`config.mk`:
```
export PLATFORM = sky130hd
export DESIGN_NAME = ecs_sequencer_flat
export DESIGN_NICKNAME = d
export VERILOG_FILES = /design/src/hdl/ecs_pkg.sv /design/src/hdl/ecs_if.sv /design/src/hdl/ecs_sequencer.sv /design/src/flat_wrapper.sv
export SDC_FILE = /design/constraint.sdc
export NUM_CORES = 1
export LEC_CHECK = 0
export ABC_AREA = 1
export BUFFER_PORTS_ARGS = -buffer_cell sky130_fd_sc_hd__buf_2
export CELL_PAD_IN_SITES_DETAIL_PLACEMENT = 0
export CELL_PAD_IN_SITES_GLOBAL_PLACEMENT = 1
export CORE_AREA = 5 5 550 552
export DETAILED_ROUTE_END_ITERATION = 7
export DIE_AREA = 0 0 555 557
export PLACE_DENSITY_LB_ADDON = 0.1
export SETUP_SLACK_MARGIN = 0.05
export SYNTH_ARGS = -nofsm -noshare
export SYNTH_HDL_FRONTEND = slang
export SYNTH_SLANG_ARGS = --single-unit
```
`constraint.sdc`:
```
create_clock -name mclk_i -period 1.36 [get_ports mclk_i]
set_input_delay 0.136 -clock mclk_i [delete_from_list [all_inputs] [get_ports mclk_i]]
set_output_delay 0.136 -clock mclk_i [all_outputs]
set_load 0.01 [all_outputs]
```
`src/hdl/ecs_pkg.sv`:
```
// package: enclave control structure layout, attribute bits and checker constants
package ecs_pkg;
  // ---------------------------------------------------------------
  // structure layout (byte offsets and sizes)
  // ---------------------------------------------------------------
  localparam int unsigned ALIGN_BITS       = 12;   // 4 KiB structure alignment
  localparam int unsigned OFF_SIZE         = 0;
  localparam int unsigned LEN_SIZE         = 8;
  localparam int unsigned OFF_BASE         = 8;
  localparam int unsigned OFF_FRAME_PAGES  = 16;
  localparam int unsigned LEN_FRAME_PAGES  = 4;
  localparam int unsigned OFF_EXTRA_SELECT = 20;
  localparam int unsigned OFF_ATTRIB       = 48;
  localparam int unsigned LEN_ATTRIB       = 16;
  localparam int unsigned OFF_BUILD_MEAS   = 64;
  localparam int unsigned LEN_MEAS         = 32;
  localparam int unsigned OFF_SIGNER_MEAS  = 128;
  localparam int unsigned OFF_PRODUCT      = 256;
  localparam int unsigned OFF_SECVER       = 258;
  localparam int unsigned OFF_RESERVED     = 260;
  localparam int unsigned LEN_RESERVED     = 3836;
  localparam int unsigned LEN_IDENT        = 8;
  localparam int unsigned LEN_SIG_PAD      = 352;
  // chosen placement of ident and pad inside the reserved area
  localparam int unsigned OFF_IDENT        = 260;
  localparam int unsigned OFF_SIG_PAD      = 268;

  // ---------------------------------------------------------------
  // attribute and selection bits
  // ---------------------------------------------------------------
  localparam int unsigned ATTR_INIT_BIT      = 0;
  localparam int unsigned ATTR_DEBUG_BIT     = 1;
  localparam int unsigned ATTR_WIDE_BIT      = 2;
  localparam int unsigned ATTR_PROV_KEY_BIT  = 4;
  localparam int unsigned ATTR_TOKEN_KEY_BIT = 5;
  localparam logic [63:0] ATTR_DEFINED_MASK  = 64'h0000_0000_0000_0037;
  localparam int unsigned SEL_FAULT_INFO_BIT = 0;
  localparam logic [31:0] SEL_DEFINED_MASK   = 32'h0000_0001;

  // ---------------------------------------------------------------
  // operations and reset values
  // ---------------------------------------------------------------
  typedef enum logic [2:0] {
    ECS_OP_CREATE    = 3'h0,   // create_enclave_op
    ECS_OP_INIT      = 3'h1,   // init_enclave_op
    ECS_OP_EXTEND    = 3'h2,   // fold data into build measurement
    ECS_OP_REPORT    = 3'h3,   // report_gen_op
    ECS_OP_KEY       = 3'h4,   // key_derive_op
    ECS_OP_DEBUG     = 3'h5,   // debugger data access
    ECS_OP_ASYNC_EXIT = 3'h6   // async_exit
  } ecs_op_t;

  typedef enum logic [1:0] {
    ECS_KEY_OTHER  = 2'h0,
    ECS_KEY_PROV   = 2'h1,
    ECS_KEY_TOKEN  = 2'h2
  } ecs_key_t;

  localparam logic [255:0] MEAS_RESET = 256'h0;
endpackage : ecs_pkg

```
`src/hdl/ecs_if.sv`:
```
// interface: request/answer link between sequencer and structure checker
`timescale 1ns/100ps
interface ecs_if;
  logic               req;          // one-cycle request pulse
  ecs_pkg::ecs_op_t   op;           // operation code
  logic [63:0]        struct_addr;  // structure address (create)
  logic [63:0]        size;         // enclave size field
  logic [63:0]        base;         // enclave_base_addr field
  logic [31:0]        frame_pages;  // save_frame_pages field
  logic [31:0]        extra_select; // extra_state_select field
  logic [127:0]       attrib;       // attribute word or target info attributes
  logic [255:0]       data;         // measurement data / signer key digest
  logic [15:0]        product;      // product_ident
  logic [15:0]        secver;       // security_version
  logic               reserved_zero; // reserved area found all zero
  ecs_pkg::ecs_key_t  key_sel;      // requested key kind
  logic               done;         // one-cycle answer pulse
  logic               violation;    // check failed, nothing committed
  logic               granted;      // access or key granted
  logic [31:0]        extra_write;  // extra-state items to save on exit
  logic               wide_mode;    // enclave runs in wide mode

  modport dev (input req, op, struct_addr, size, base, frame_pages, extra_select, attrib, data,
               product, secver, reserved_zero, key_sel,
               output done, violation, granted, extra_write, wide_mode);
  modport seq (output req, op, struct_addr, size, base, frame_pages, extra_select, attrib, data,
               product, secver, reserved_zero, key_sel,
               input done, violation, granted, extra_write, wide_mode);
endinterface : ecs_if

```
`src/hdl/ecs_sequencer.sv`:
```
// module: sequencer end that issues structure requests and collects answers
`timescale 1ns/100ps
module ecs_sequencer (
  input  wire logic               mclk_i,
  input  wire logic               reset_i,
  ecs_if.seq                      lnk,
  input  wire logic               start_i,       // one-cycle command pulse
  input  wire ecs_pkg::ecs_op_t   op_i,
  input  wire logic [63:0]        struct_addr_i,
  input  wire logic [63:0]        size_i,
  input  wire logic [63:0]        base_i,
  input  wire logic [31:0]        frame_pages_i,
  input  wire logic [31:0]        extra_select_i,
  input  wire logic [127:0]       attrib_i,
  input  wire logic [255:0]       data_i,
  input  wire logic [15:0]        product_i,
  input  wire logic [15:0]        secver_i,
  input  wire logic               reserved_zero_i, // software zeroed reserved area
  input  wire ecs_pkg::ecs_key_t  key_sel_i,
  output logic                    busy_o,
  output logic                    done_o,
  output logic                    violation_o,
  output logic                    granted_o,
  output logic [31:0]             extra_write_o
);
  typedef enum logic [1:0] {
    ECS_SQ_IDLE = 2'h0,
    ECS_SQ_WAIT = 2'h1
  } ecs_sq_state_t;

  ecs_sq_state_t state_q;

  // ---------------------------------------------------------------
  // request launch, one outstanding at a time
  // ---------------------------------------------------------------
  always_ff @(posedge mclk_i) begin
    if (reset_i) begin
      state_q           <= ECS_SQ_IDLE;
      lnk.req           <= 1'b0;
      lnk.op            <= ecs_pkg::ECS_OP_CREATE;
      lnk.struct_addr   <= 64'h0;
      lnk.size          <= 64'h0;
      lnk.base          <= 64'h0;
      lnk.frame_pages   <= 32'h0;
      lnk.extra_select  <= 32'h0;
      lnk.attrib        <= 128'h0;
      lnk.data          <= 256'h0;
      lnk.product       <= 16'h0;
      lnk.secver        <= 16'h0;
      lnk.reserved_zero <= 1'b0;
      lnk.key_sel       <= ecs_pkg::ECS_KEY_OTHER;
      busy_o            <= 1'b0;
    end else begin
      lnk.req <= 1'b0;
      unique case (state_q)
        ECS_SQ_IDLE: if (start_i) begin
          lnk.req           <= 1'b1;
          lnk.op            <= op_i;
          lnk.struct_addr   <= struct_addr_i;
          lnk.size          <= size_i;
          lnk.base          <= base_i;
          lnk.frame_pages   <= frame_pages_i;
          lnk.extra_select  <= extra_select_i;
          lnk.attrib        <= attrib_i;
          lnk.data          <= data_i;
          lnk.product       <= product_i;
          lnk.secver        <= secver_i;
          lnk.reserved_zero <= reserved_zero_i;
          lnk.key_sel       <= key_sel_i;
          busy_o            <= 1'b1;
          state_q           <= ECS_SQ_WAIT;
        end
        ECS_SQ_WAIT: if (lnk.done) begin
          busy_o  <= 1'b0;
          state_q <= ECS_SQ_IDLE;
        end
      endcase
    end
  end

  // answers passed up one cycle after the link answer
  always_ff @(posedge mclk_i) begin
    if (reset_i) begin
      done_o        <= 1'b0;
      violation_o   <= 1'b0;
      granted_o     <= 1'b0;
      extra_write_o <= 32'h0;
    end else begin
      done_o        <= lnk.done;
      violation_o   <= lnk.done && lnk.violation;
      granted_o     <= lnk.done && lnk.granted;
      extra_write_o <= lnk.done ? lnk.extra_write : 32'h0;
    end
  end
endmodule : ecs_sequencer

```
`src/flat_wrapper.sv`:
```
// flat-port wrapper written by rule: the top's interface ports become plain ports
module ecs_sequencer_flat 
  (mclk_i, reset_i, start_i, op_i, struct_addr_i, size_i, base_i, frame_pages_i, extra_select_i, attrib_i, data_i, product_i, secver_i, reserved_zero_i, key_sel_i, busy_o, done_o, violation_o, granted_o, extra_write_o, lnk_req, lnk_op, lnk_struct_addr, lnk_size, lnk_base, lnk_frame_pages, lnk_extra_select, lnk_attrib, lnk_data, lnk_product, lnk_secver, lnk_reserved_zero, lnk_key_sel, lnk_done, lnk_violation, lnk_granted, lnk_extra_write, lnk_wide_mode);
  ecs_if lnk_i ();
  input  wire logic mclk_i;
  input  wire logic reset_i;
  input  wire logic start_i;
  input  wire ecs_pkg::ecs_op_t op_i;
  input  wire logic [63:0] struct_addr_i;
  input  wire logic [63:0] size_i;
  input  wire logic [63:0] base_i;
  input  wire logic [31:0] frame_pages_i;
  input  wire logic [31:0] extra_select_i;
  input  wire logic [127:0] attrib_i;
  input  wire logic [255:0] data_i;
  input  wire logic [15:0] product_i;
  input  wire logic [15:0] secver_i;
  input  wire logic reserved_zero_i;
  input  wire ecs_pkg::ecs_key_t key_sel_i;
  output logic busy_o;
  output logic done_o;
  output logic violation_o;
  output logic granted_o;
  output logic [31:0] extra_write_o;
  output wire logic [$bits(lnk_i.req)-1:0] lnk_req;
  output wire logic [$bits(lnk_i.op)-1:0] lnk_op;
  output wire logic [$bits(lnk_i.struct_addr)-1:0] lnk_struct_addr;
  output wire logic [$bits(lnk_i.size)-1:0] lnk_size;
  output wire logic [$bits(lnk_i.base)-1:0] lnk_base;
  output wire logic [$bits(lnk_i.frame_pages)-1:0] lnk_frame_pages;
  output wire logic [$bits(lnk_i.extra_select)-1:0] lnk_extra_select;
  output wire logic [$bits(lnk_i.attrib)-1:0] lnk_attrib;
  output wire logic [$bits(lnk_i.data)-1:0] lnk_data;
  output wire logic [$bits(lnk_i.product)-1:0] lnk_product;
  output wire logic [$bits(lnk_i.secver)-1:0] lnk_secver;
  output wire logic [$bits(lnk_i.reserved_zero)-1:0] lnk_reserved_zero;
  output wire logic [$bits(lnk_i.key_sel)-1:0] lnk_key_sel;
  input wire logic [$bits(lnk_i.done)-1:0] lnk_done;
  input wire logic [$bits(lnk_i.violation)-1:0] lnk_violation;
  input wire logic [$bits(lnk_i.granted)-1:0] lnk_granted;
  input wire logic [$bits(lnk_i.extra_write)-1:0] lnk_extra_write;
  input wire logic [$bits(lnk_i.wide_mode)-1:0] lnk_wide_mode;
  assign lnk_req = lnk_i.req;
  assign lnk_op = lnk_i.op;
  assign lnk_struct_addr = lnk_i.struct_addr;
  assign lnk_size = lnk_i.size;
  assign lnk_base = lnk_i.base;
  assign lnk_frame_pages = lnk_i.frame_pages;
  assign lnk_extra_select = lnk_i.extra_select;
  assign lnk_attrib = lnk_i.attrib;
  assign lnk_data = lnk_i.data;
  assign lnk_product = lnk_i.product;
  assign lnk_secver = lnk_i.secver;
  assign lnk_reserved_zero = lnk_i.reserved_zero;
  assign lnk_key_sel = lnk_i.key_sel;
  assign lnk_i.done = lnk_done;
  assign lnk_i.violation = lnk_violation;
  assign lnk_i.granted = lnk_granted;
  assign lnk_i.extra_write = lnk_extra_write;
  assign lnk_i.wide_mode = lnk_wide_mode;
  ecs_sequencer u_core (.mclk_i(mclk_i), .reset_i(reset_i), .lnk(lnk_i), .start_i(start_i), .op_i(op_i), .struct_addr_i(struct_addr_i), .size_i(size_i), .base_i(base_i), .frame_pages_i(frame_pages_i), .extra_select_i(extra_select_i), .attrib_i(attrib_i), .data_i(data_i), .product_i(product_i), .secver_i(secver_i), .reserved_zero_i(reserved_zero_i), .key_sel_i(key_sel_i), .busy_o(busy_o), .done_o(done_o), .violation_o(violation_o), .granted_o(granted_o), .extra_write_o(extra_write_o));
endmodule
```
==> impl_metrics.py, run 1 <==
metrics = {
    "drt": {
        "finalWirelength_um": 224000,
        "drc": 0,
        "drtAntennaViolNets": 0,
        "drtIter0Drc": 1302,
        "via_per_inst": 3.34,
        "first_pass_iters": 5,
        "avgRoutedWirePerCell_um": 20.5,
        "vias": 36500,
    },
    "synthesis": {
        "synth_cell_types": 14,
        "syn-num-nets": 5205,
        "netlist_top_cells_count": "1391 x nor2_1, 715 x dfxtp_1, 712 x inv_1",
        "ys_top_cells_by_area": "dfxtp_1 48%, nor2_1 18%, nand3_1 11%",
        "async_flop_share": 0,
        "synth_flop_cell": "dfxtp_1",
        "synth-edff-count": 0,
        "synth_largest_area_cell": "dfxtp_1",
        "synth_seq_area_share": 0.480,
        "postSynthAreaPerCell_um2": 6.64,
        "synthCells": 4488,
        "yosysTopAreaCellShare": 0.480,
        "syn-cell-area_um2": 29800,
        "synth.most_common_cell": "nor2_1",
        "yosys_register_bits": 715,
        "ys_warn_count": 0,
    },
    "worst_setup_path": {
        "worst-path-max-fanout": 8,
        "crit_required_ns": 2.08,
        "cp.arrival_ns": 2.35,
        "end_kind": "register",
        "path_class": "reg -> reg",
        "critPathLaunchType": "register",
    },
    "placement": {
        "place_congestion": 0.793,
        "place_area_um2": 43300,
        "io_buffers": 1430,
        "hpwl_um": 173000,
        "dp_cells": 9814,
    },
    "clock_network": {
        "cts.path.max_buffers": 4,
        "clk_pin_slew_ns": 0.06,
        "cts_num_sinks": 715,
        "cts_tree": "done",
        "cts_root_buffer": "clkbuf_16",
        "clkLatencyLatePin_ns": 0.83,
        "htree_levels": 3,
        "cts-buffers-inserted": 113,
    },
    "global_routing": {
        "grt.overflow.total": 0,
        "grt_usage": 0.136,
        "grt_pass1_vias": 38100,
        "grt_max_degree": 61,
        "grt_pass1_wl_um": 301000,
        "antenna_found_initial": 114,
    },
    "pwr": {
        "totalPowerFinal_uw": 69200,
        "leakage_uw": 0.0305,
        "powerDensity_nw_per_um2": 1170,
        "ir_drop_v": 0.00103,
    },
    "sta": {
        "rsz0062_at_grt": "yes",
        "fin_setup_tns_ns": -184.19,
        "setup_violations": 1426,
        "fmax_ghz": 0.612,
        "hold_violations": 0,
        "slew_headroom": 0.753,
        "period_share": 1.20,
        "clock_skew_ns": 0.0612,
        "worst_pin_slew_ns": 0.370,
        "fin_ws_ns": -0.274,
        "period_needed_ns": 1.63,
        "slew_violations": 0,
    },
    "floorplan": {
        "die_h_um": 557,
        "die_w_um": 555,
        "std_cell_rows": 200,
        "initial_core_util": 0.101,
        "coreArea_um2": 296000,
        "die-area_um2": 309000,
        "ioPinCount": 1432,
    },
    "cells_and_area": {
        "stdcell_count": 10900,
        "fillerInstances": 34200,
        "nets": 7578,
        "syn_to_final_growth_pct": 99.0,
        "fin_util": 0.200,
        "drive_gt1_frac": 0.332,
        "multiInputGateArea_um2": 12300,
        "stdcell_area_um2": 59300,
        "ff_latch_area_um2": 14500,
    },
    "flow_run": {
        "drv_cap": 0,
    },
    "status": {
        "status": "finished with violations",
        "violations": "negative setup slack",
    },
    "min_path": {
        "hold_class": "in -> reg",
    },
}
[worst max-delay path, stage by stage, from the launching register on]
cell,delay [ns]
dfxtp_4,0.35
buf_6,0.12
buf_6,0.11
nor2_4,0.10
buf_12,0.20
clkbuf_16,0.21
buf_8,0.12
clkbuf_16,0.15
nor2_1,0.04
nor2_1,0.08
[power by group]
group	internal [uW]	total (uW)	switching [uW]
Combinational	7300	15600	8320
Clock	17800	29900	12100
Sequential	22700	23800	1050
Total	47800	69200	21400
[cell type report]
| class | instances | share of cell area |
|---|---|---|
| diodes | 48 | 0.00202 |
| clock buffers | 171 | 0.0564 |
| clock inverters | 29 | 0.00570 |
| inverters | 715 | 0.0455 |
| multi-input cells | 2754 | 0.207 |
| flip-flops and latches | 715 | 0.245 |
| well taps | 3939 | 0.0831 |
| repair buffers | 2562 | 0.356 |
[final timing paths]
| check | start | endpoint | slack (ns) | depth (start not counted) |
|---|---|---|---|---|
| min | data_i[31] | u_core.lnk.data[31] | 0.15 | 6 |
| max | u_core.state_q[0] | u_core.lnk.data[231] | -0.27 | 9 |
| max reg2reg | u_core.state_q[0] | u_core.lnk.data[231] | -0.27 | 9 |
| min reg2reg | u_core.lnk.size[45] | u_core.lnk.size[45] | 0.46 | 2 |
[routing by layer]
metal,part of all wire,up-vias,wire [um],global-route usage
met2,0.48,1187,107000,0.236
met4,0.030,74,6650,0.0360
met1,0.41,16700,90900,0.156
met3,0.084,363,18900,0.0530
met5,0.0018,-,406,0
li1,-,18200,-,-
[through the flow]
step	hold slack (ns)	worst slack (ns)
final	0.155	-0.274
after global routing	0.0958	-0.392
after CTS	0.0248	-0.344
after detailed placement	0.357	-0.278
after global placement	0.350	-0.284
after floorplan	0.205	0.0631
[registers in the layout, indices dropped and copies added, names as in the netlist]
signal	flops
u_core.lnk.frame_pages	32
u_core.lnk.req	1
u_core.state_q	1
u_core.lnk.op	3
u_core.lnk.attrib	128
u_core.lnk.base	64
u_core.violation_o	1
u_core.lnk.struct_addr	64
u_core.lnk.data	256
u_core.lnk.size	64
u_core.extra_write_o	32
u_core.lnk.extra_select	32
u_core.lnk.key_sel	2
u_core.lnk.reserved_zero	1
u_core.done_o	1
u_core.granted_o	1
u_core.lnk.secver	16
u_core.lnk.product	16
[cell usage in the layout, fill, tap and decap left out, types with 30 or more instances in the layout]
master / netlist / layout
nor2_1: 1391 / 1301
dfxtp_1: 715 / 588
nand3_2: 0 / 73
buf_2: 181 / 1302
inv_1: 712 / 712
nand2_1: 683 / 658
nand3_1: 678 / 591
nor2_4: 0 / 40
diode_2: 0 / 48
dfxtp_2: 0 / 107
buf_12: 0 / 102
buf_16: 0 / 43
buf_4: 46 / 173
nor2_2: 1 / 51
buf_6: 11 / 134
dlygate4sd3_1: 0 / 762
clkbuf_16: 0 / 137
clkbuf_8: 0 / 30
[cell families after synthesis]
kind of cell    Yosys count  share of synthesized area
buf+inv                1019                      0.144
compound gates            1                   0.000168
simple gates           2753                      0.375
flops                   715                      0.480
[repair_timing]
action | 4_1_cts | 5_1_grt
hold endpoints to repair | 715 | 0
hold buffers | 762 | 0
cloned | 31 | 24
pin swaps | 30 | 119
gates resized for setup | 616 | 179
buffers inserted | 51 | 17
setup endpoints to repair | 1392 | 1428
Power figures use the tool's default switching activity.
==> inputs of run 2 (changes only) <==
--- a/config.mk
+++ b/config.mk
@@ -5,14 +5,13 @@
 export SDC_FILE = /design/constraint.sdc
 export NUM_CORES = 1
 export LEC_CHECK = 0
-export ABC_AREA = 1
 export BUFFER_PORTS_ARGS = -buffer_cell sky130_fd_sc_hd__buf_2
 export CELL_PAD_IN_SITES_DETAIL_PLACEMENT = 0
 export CELL_PAD_IN_SITES_GLOBAL_PLACEMENT = 1
-export CORE_AREA = 5 5 550 552
+export CORE_AREA = 5 5 547 549
 export DETAILED_ROUTE_END_ITERATION = 7
-export DIE_AREA = 0 0 555 557
-export PLACE_DENSITY_LB_ADDON = 0.1
+export DIE_AREA = 0 0 552 554
+export PLACE_DENSITY_LB_ADDON = 0.2
 export SETUP_SLACK_MARGIN = 0.05
 export SYNTH_ARGS = -nofsm -noshare
 export SYNTH_HDL_FRONTEND = slang
==> run 2 against run 1 <==
Net effect:
- the run still ends with negative setup slack left
- non-clock buffer count fell by 47
- clock-buffer cell count fell by 15
- cell count fell by 14%
- fmax fell by 1.7%
- core utilization barely moved
- critical path depth fell by 2
- combinational power fell by 15%
- flip-flop and latch count did not move
- design area fell by 0.77%
- clock skew fell by 0.025 ns
- clock power fell by 4%
- synthesized cell count fell by 29%
- critical endpoint is now u_core.lnk.data[245]
- largest cell class unchanged
- largest power group unchanged
==> impl_metrics.py, run 2 <==
metrics = {
    "clock_network": {
        "cts-buffers-inserted": 108,
        "cts.path.max_buffers": 4,
        "clk_pin_slew_ns": 0.06,
        "cts_tree": "done",
        "clkLatencyLatePin_ns": 0.79,
        "htree_levels": 3,
        "cts_root_buffer": "clkbuf_16",
        "cts_num_sinks": 715,
    },
    "sta": {
        "clock_skew_ns": 0.0364,
        "hold_violations": 0,
        "slew_headroom": 0.598,
        "period_share": 1.22,
        "fmax_ghz": 0.602,
        "fin_setup_tns_ns": -189.39,
        "slew_violations": 0,
        "fin_ws_ns": -0.302,
        "worst_pin_slew_ns": 0.603,
        "rsz0062_at_grt": "yes",
        "period_needed_ns": 1.66,
        "setup_violations": 1369,
    },
    "worst_setup_path": {
        "critPathLaunchType": "register",
        "worst-path-max-fanout": 16,
        "crit_family": "buffers and inverters",
        "critPathMaxStageDelay_ns": 0.35,
        "cp.arrival_ns": 2.31,
        "cp.buffers_inverters": 5,
        "crit_required_ns": 2.01,
        "path_class": "reg -> reg",
        "end_kind": "register",
        "path_cells": "buf_4 > buf_12 > nor2b_4 > buf_12 > clkbuf_16 > clkbuf_16 > o21ai_0",
        "slowest_stage": "dfxtp_4",
    },
    "drt": {
        "drc": 0,
        "drtIter0Drc": 1918,
        "finalWirelength_um": 224000,
        "avgRoutedWirePerCell_um": 23.7,
        "drtAntennaViolNets": 0,
        "vias": 33600,
        "first_pass_iters": 5,
        "via_per_inst": 3.56,
    },
    "synthesis": {
        "ys_top_cells_by_area": "dfxtp_1 46%, nand4bb_1 24%, nand2b_1 14%",
        "netlist_top_cells_count": "715 x dfxtp_1, 678 x nand2b_1, 678 x nand4bb_1",
        "yosysTopAreaCellShare": 0.456,
        "synth_largest_area_cell": "dfxtp_1",
        "synth_flop_cell": "dfxtp_1",
        "yosys_register_bits": 715,
        "ys_warn_count": 0,
        "async_flop_share": 0,
        "synth.most_common_cell": "dfxtp_1",
        "synth_seq_area_share": 0.456,
        "synth_cell_types": 17,
        "synthCells": 3168,
        "syn-num-nets": 3885,
        "synth-edff-count": 0,
        "syn-cell-area_um2": 31400,
        "postSynthAreaPerCell_um2": 9.91,
    },
    "floorplan": {
        "die-area_um2": 306000,
        "die_w_um": 552,
        "coreArea_um2": 293000,
        "die_h_um": 554,
        "initial_core_util": 0.107,
        "std_cell_rows": 199,
        "ioPinCount": 1432,
    },
    "pwr": {
        "pwr-share-seq": 0.356,
        "p_sw_frac": 0.291,
        "pwr-share-comb": 0.203,
        "p_clk_frac": 0.441,
        "internal_power_uw": 46100,
        "ir_drop_v": 0.00109,
        "power_switching_uw": 18900,
        "powerDensity_nw_per_um2": 1110,
        "leakage_uw": 0.0234,
    },
    "cells_and_area": {
        "nets": 6130,
        "final_cell_mix": "1332 x buf_2, 781 x dlygate4sd3_1, 678 x nand2b_1",
        "top_regs": "u_core.lnk.data x256, u_core.lnk.attrib x128",
        "drive_gt1_frac": 0.375,
        "stdcell_area_um2": 58900,
        "syn_to_final_growth_pct": 87.5,
        "regMostFlops": "u_core.lnk.data",
        "final_common_cell": "buf_2",
        "largest_reg_flops": 256,
    },
    "status": {
        "violations": "negative setup slack",
        "status": "finished with violations",
    },
    "flow_run": {
        "drv_cap": 0,
    },
    "global_routing": {
        "grt_pass1_wl_um": 294000,
        "grt_pass1_vias": 34900,
        "grt_usage": 0.134,
        "grt_max_degree": 83,
        "grt.overflow.total": 0,
        "antenna_found_initial": 59,
    },
    "placement": {
        "io_buffers": 1430,
        "hpwl_um": 167000,
        "place_area_um2": 44700,
        "place_congestion": 0.819,
    },
    "min_path": {
        "hold_class": "in -> reg",
    },
}
## run 2: cell type report
cell class	instances	area, um2
fill	32700	234000
sequential	715	14500
timing repair buffer	2515	20000
antenna	29	72.6
clock buffer	156	3120
multi-input combinational	2073	15800
tap	3919	4900
clock inverter	33	402
## run 2: cells by family after synthesis
family	after synthesis	share of synthesized area
and+or+nand+nor	1394	0.386
DFF	715	0.456
AOI/OAI and AO/OA	679	0.108
buffers and inverters	380	0.0496
## run 2: worst paths after layout
| path | from | depth (start not counted) | endpoint | slack, ns |
|---|---|---|---|---|
| worst max-delay path | u_core.state_q[0] | 7 | u_core.lnk.data[245] | -0.30 |
| worst min-delay path | reset_i | 5 | u_core.lnk.frame_pages[27] | 0.09 |
| worst max register to register | u_core.state_q[0] | 7 | u_core.lnk.data[245] | -0.30 |
| worst min register to register | u_core.lnk.data[63] | 2 | u_core.lnk.data[63] | 0.46 |
## run 2: worst min-delay path: stages
cell and delay, ns:
buf_8 0.07, buf_12 0.12, buf_12 0.20, nand2b_1 0.15, o21ai_1 0.05
## run 2: what timing repair did
| item | 4_1_cts | 5_1_grt |
|---|---|---|
| setup endpoints to repair | 1394 | 1396 |
| pin swaps | 35 | 8 |
| hold endpoints to repair | 715 | 0 |
| buffers inserted | 20 | 13 |
| hold buffers | 785 | 0 |
| gates cloned | 8 | 28 |
| resized for setup | 374 | 191 |
## run 2: per-stage QoR
| step | power (uW) | worst slack, ns | hold WS, ns | std cells | utilization |
|---|---|---|---|---|---|
| floorplan | 27600 | 0.0141 | 0.236 | 3168 | - |
| global placement | 33500 | -0.533 | 0.335 | 8371 | 0.152 |
| detailed placement | 33500 | -0.512 | 0.339 | 8371 | 0.152 |
| CTS | 66000 | -0.420 | 0.0218 | 9373 | 0.196 |
| global route | 68200 | -0.391 | 0.0769 | 9429 | 0.201 |
| finish | 65100 | -0.302 | 0.0851 | 9440 | 0.201 |
## run 2: power groups by stage
stage                     registers [uW]  clock network, uW  logic, uW
after floorplan                    24000                  0       3580
after global placement             23500                  0      10000
after detailed placement           23500                  0       9970
after CTS                          23200              30100      12700
after global routing               23300              30800      14200
final                              23200              28700      13200
## run 2: metal layers
| layer | vias to the layer above | share of wire | track usage |
|---|---|---|---|
| li1 | 15900 | - | - |
| met1 | 16200 | 0.41 | 0.160 |
| met2 | 1268 | 0.46 | 0.220 |
| met3 | 258 | 0.095 | 0.0548 |
| met4 | 8 | 0.029 | 0.0381 |
| met5 | - | 0.00025 | 0 |
==> inputs of run 3 (changes only) <==
--- a/config.mk
+++ b/config.mk
@@ -9,10 +9,12 @@
 export CELL_PAD_IN_SITES_DETAIL_PLACEMENT = 0
 export CELL_PAD_IN_SITES_GLOBAL_PLACEMENT = 1
 export CORE_AREA = 5 5 547 549
+export CTS_CLUSTER_SIZE = 14
 export DETAILED_ROUTE_END_ITERATION = 7
 export DIE_AREA = 0 0 552 554
 export PLACE_DENSITY_LB_ADDON = 0.2
 export SETUP_SLACK_MARGIN = 0.05
+export SKIP_CTS_REPAIR_TIMING = 1
 export SYNTH_ARGS = -nofsm -noshare
 export SYNTH_HDL_FRONTEND = slang
 export SYNTH_SLANG_ARGS = --single-unit
==> run 3 against run 2 <==
Net effect:
- the run still ends with negative setup slack left
- die area unchanged
- critical endpoint is now u_core.extra_write_o[7]
- first-iteration DRC count increased by 5.7%
- highest routed layer unchanged
- power decreased by 1.4%
- critical path type is now in -> reg
==> impl_metrics.py, run 3 (synthesis results as in run 2) <==
metrics = {
    "status": {
        "status": "finished with violations",
        "violations": "negative setup slack",
    },
    "cells_and_area": {
        "multiInputGateArea_um2": 15700,
        "nets": 6112,
        "syn_to_final_growth_pct": 85.2,
        "regMostFlops": "u_core.lnk.data",
        "stdcell_area_um2": 58200,
        "final_common_cell": "buf_2",
        "fillerInstances": 32800,
        "final_cell_mix": "1369 x buf_2, 750 x dlygate4sd3_1, 678 x nand2b_1",
        "stdcell_count": 9420,
        "top_regs": "u_core.lnk.data x256, u_core.lnk.attrib x128",
        "drive_gt1_frac": 0.365,
        "ff_latch_area_um2": 14500,
        "largest_reg_flops": 256,
    },
    "placement": {
        "hpwl_um": 167000,
        "place_area_um2": 44700,
        "io_buffers": 1430,
        "place_congestion": 0.819,
        "dp_cells": 8371,
        "pre_cts_slack_ns": -0.512,
    },
    "pwr": {
        "leakage_uw": 0.0232,
        "totalPowerFinal_uw": 64100,
        "p_clk_frac": 0.436,
        "ir_drop_v": 0.00115,
        "power_switching_uw": 18800,
        "p_sw_frac": 0.294,
        "internal_power_uw": 45300,
        "pwr-share-seq": 0.361,
        "pwr-share-comb": 0.203,
        "powerDensity_nw_per_um2": 1100,
    },
    "worst_setup_path": {
        "cp.buffers_inverters": 5,
        "critPathLaunchType": "primary input",
        "path_cells": "buf_8 > dlygate4sd3_1 > buf_12 > nor2b_2 > buf_12 > and2_1 > dlygate4sd3_1",
        "path_class": "in -> reg",
        "reg2reg_depth": 7,
        "crit_family": "buffers and inverters",
        "worst_r2r_endpoint": "u_core.lnk.data[233]",
        "critPathLaunch": "reset_i",
        "worst-path-max-fanout": 92,
        "crit_required_ns": 2.04,
        "cp.arrival_ns": 2.37,
        "slowest_stage": "dlygate4sd3_1",
        "worstSetupEndpoint": "u_core.extra_write_o[7]",
        "end_kind": "register",
        "rrSetupSlack_ns": -0.32,
        "critPathMaxStageDelay_ns": 0.79,
        "crit_cells": 7,
        "r2r_start": "u_core.state_q[0]",
    },
    "clock_network": {
        "cts.path.max_buffers": 4,
        "cts_root_buffer": "clkbuf_16",
        "clkLatencyLatePin_ns": 0.79,
        "cts_num_sinks": 715,
        "clk_pin_slew_ns": 0.06,
        "cts_tree": "done",
        "cts-buffers-inserted": 108,
        "htree_levels": 3,
    },
    "floorplan": {
        "die_w_um": 552,
        "die_h_um": 554,
        "ioPinCount": 1432,
        "std_cell_rows": 199,
        "coreArea_um2": 293000,
        "die-area_um2": 306000,
        "initial_core_util": 0.107,
    },
    "drt": {
        "drtIter0Drc": 2027,
        "first_pass_iters": 5,
        "drtAntennaViolNets": 0,
        "vias": 33600,
        "avgRoutedWirePerCell_um": 23.8,
        "via_per_inst": 3.57,
        "finalWirelength_um": 224000,
        "drc": 0,
    },
    "sta": {
        "period_needed_ns": 1.69,
        "fmax_ghz": 0.592,
        "fin_ws_ns": -0.329,
        "worst_pin_slew_ns": 0.606,
        "slew_headroom": 0.594,
        "clock_skew_ns": 0.0426,
        "slew_violations": 0,
        "rsz0062_at_grt": "yes",
        "setup_violations": 1379,
        "period_share": 1.24,
        "hold_violations": 0,
    },
    "global_routing": {
        "grt.overflow.total": 0,
        "grt_max_degree": 93,
        "grt_usage": 0.129,
        "antenna_found_initial": 64,
        "grt_pass1_wl_um": 279000,
        "grt_pass1_vias": 30800,
    },
    "flow_run": {
        "drv_cap": 0,
    },
    "min_path": {
        "hold_class": "in -> reg",
    },
}
run 3: cell count changes in the layout (fill, tap and decap cells not counted), sizes merged:
cell / delta
clkbuf: +19
dlymetal6s4s: -1
bufinv: -3
buf: -3
bufbuf: -1
dlygate4sd3: -31
diode: -1
clkinv: +1
run 3: worst min-delay path, stage by stage:
cell and delay, ns:
buf_8 0.11, buf_12 0.21, nand2b_1 0.17, o21ai_2 0.06
run 3: layout make-up:
cell class                 instances  share of cell area
clock inverter                    31             0.00538
timing repair buffer            2497               0.337
tap                             3919              0.0843
sequential                       715               0.248
clock buffer                     157              0.0533
multi-input combinational       2073               0.270
antenna                           28             0.00120
run 3: metal layers:
metal / vias to the layer above / global-route usage / wire length, um
met4: 12 / 0.0248 / 4510
li1: 15900 / - / -
met3: 251 / 0.0602 / 20100
met2: 1255 / 0.215 / 105000
met5: - / 0 / 74
met1: 16200 / 0.152 / 94500
run 3: how the worst min path moves through the flow:
stage	from	to	depth (start not counted)
6_report	reset_i	u_core.lnk.data[149]	4
4_1_cts	lnk_extra_write[13]	u_core.extra_write_o[13]	2
3_3_place_gp	lnk_extra_write[11]	u_core.extra_write_o[11]	2
3_5_place_dp	lnk_granted	u_core.granted_o	2
2_1_floorplan	lnk_done	u_core.state_q[0]	1
5_1_grt	reset_i	u_core.lnk.data[149]	4
run 3: power groups by stage:
stage | logic, uW | registers, uW | clock network, uW
3_5_place_dp | 9970 | 23500 | 0
3_3_place_gp | 10000 | 23500 | 0
4_1_cts | 10000 | 23100 | 29400
5_1_grt | 14000 | 23300 | 30000
6_report | 13000 | 23100 | 28000
2_1_floorplan | 3580 | 24000 | 0
run 3: through the flow:
stage,util,TNS (ns),hold WS (ns)
final,0.198,-175.64,0.0281
after global routing,0.198,-308.08,0.00391
after CTS,0.164,-256.28,-0.598
after detailed placement,0.152,-100.30,0.339
after global placement,0.152,-92.87,0.335
after floorplan,-,0,0.236
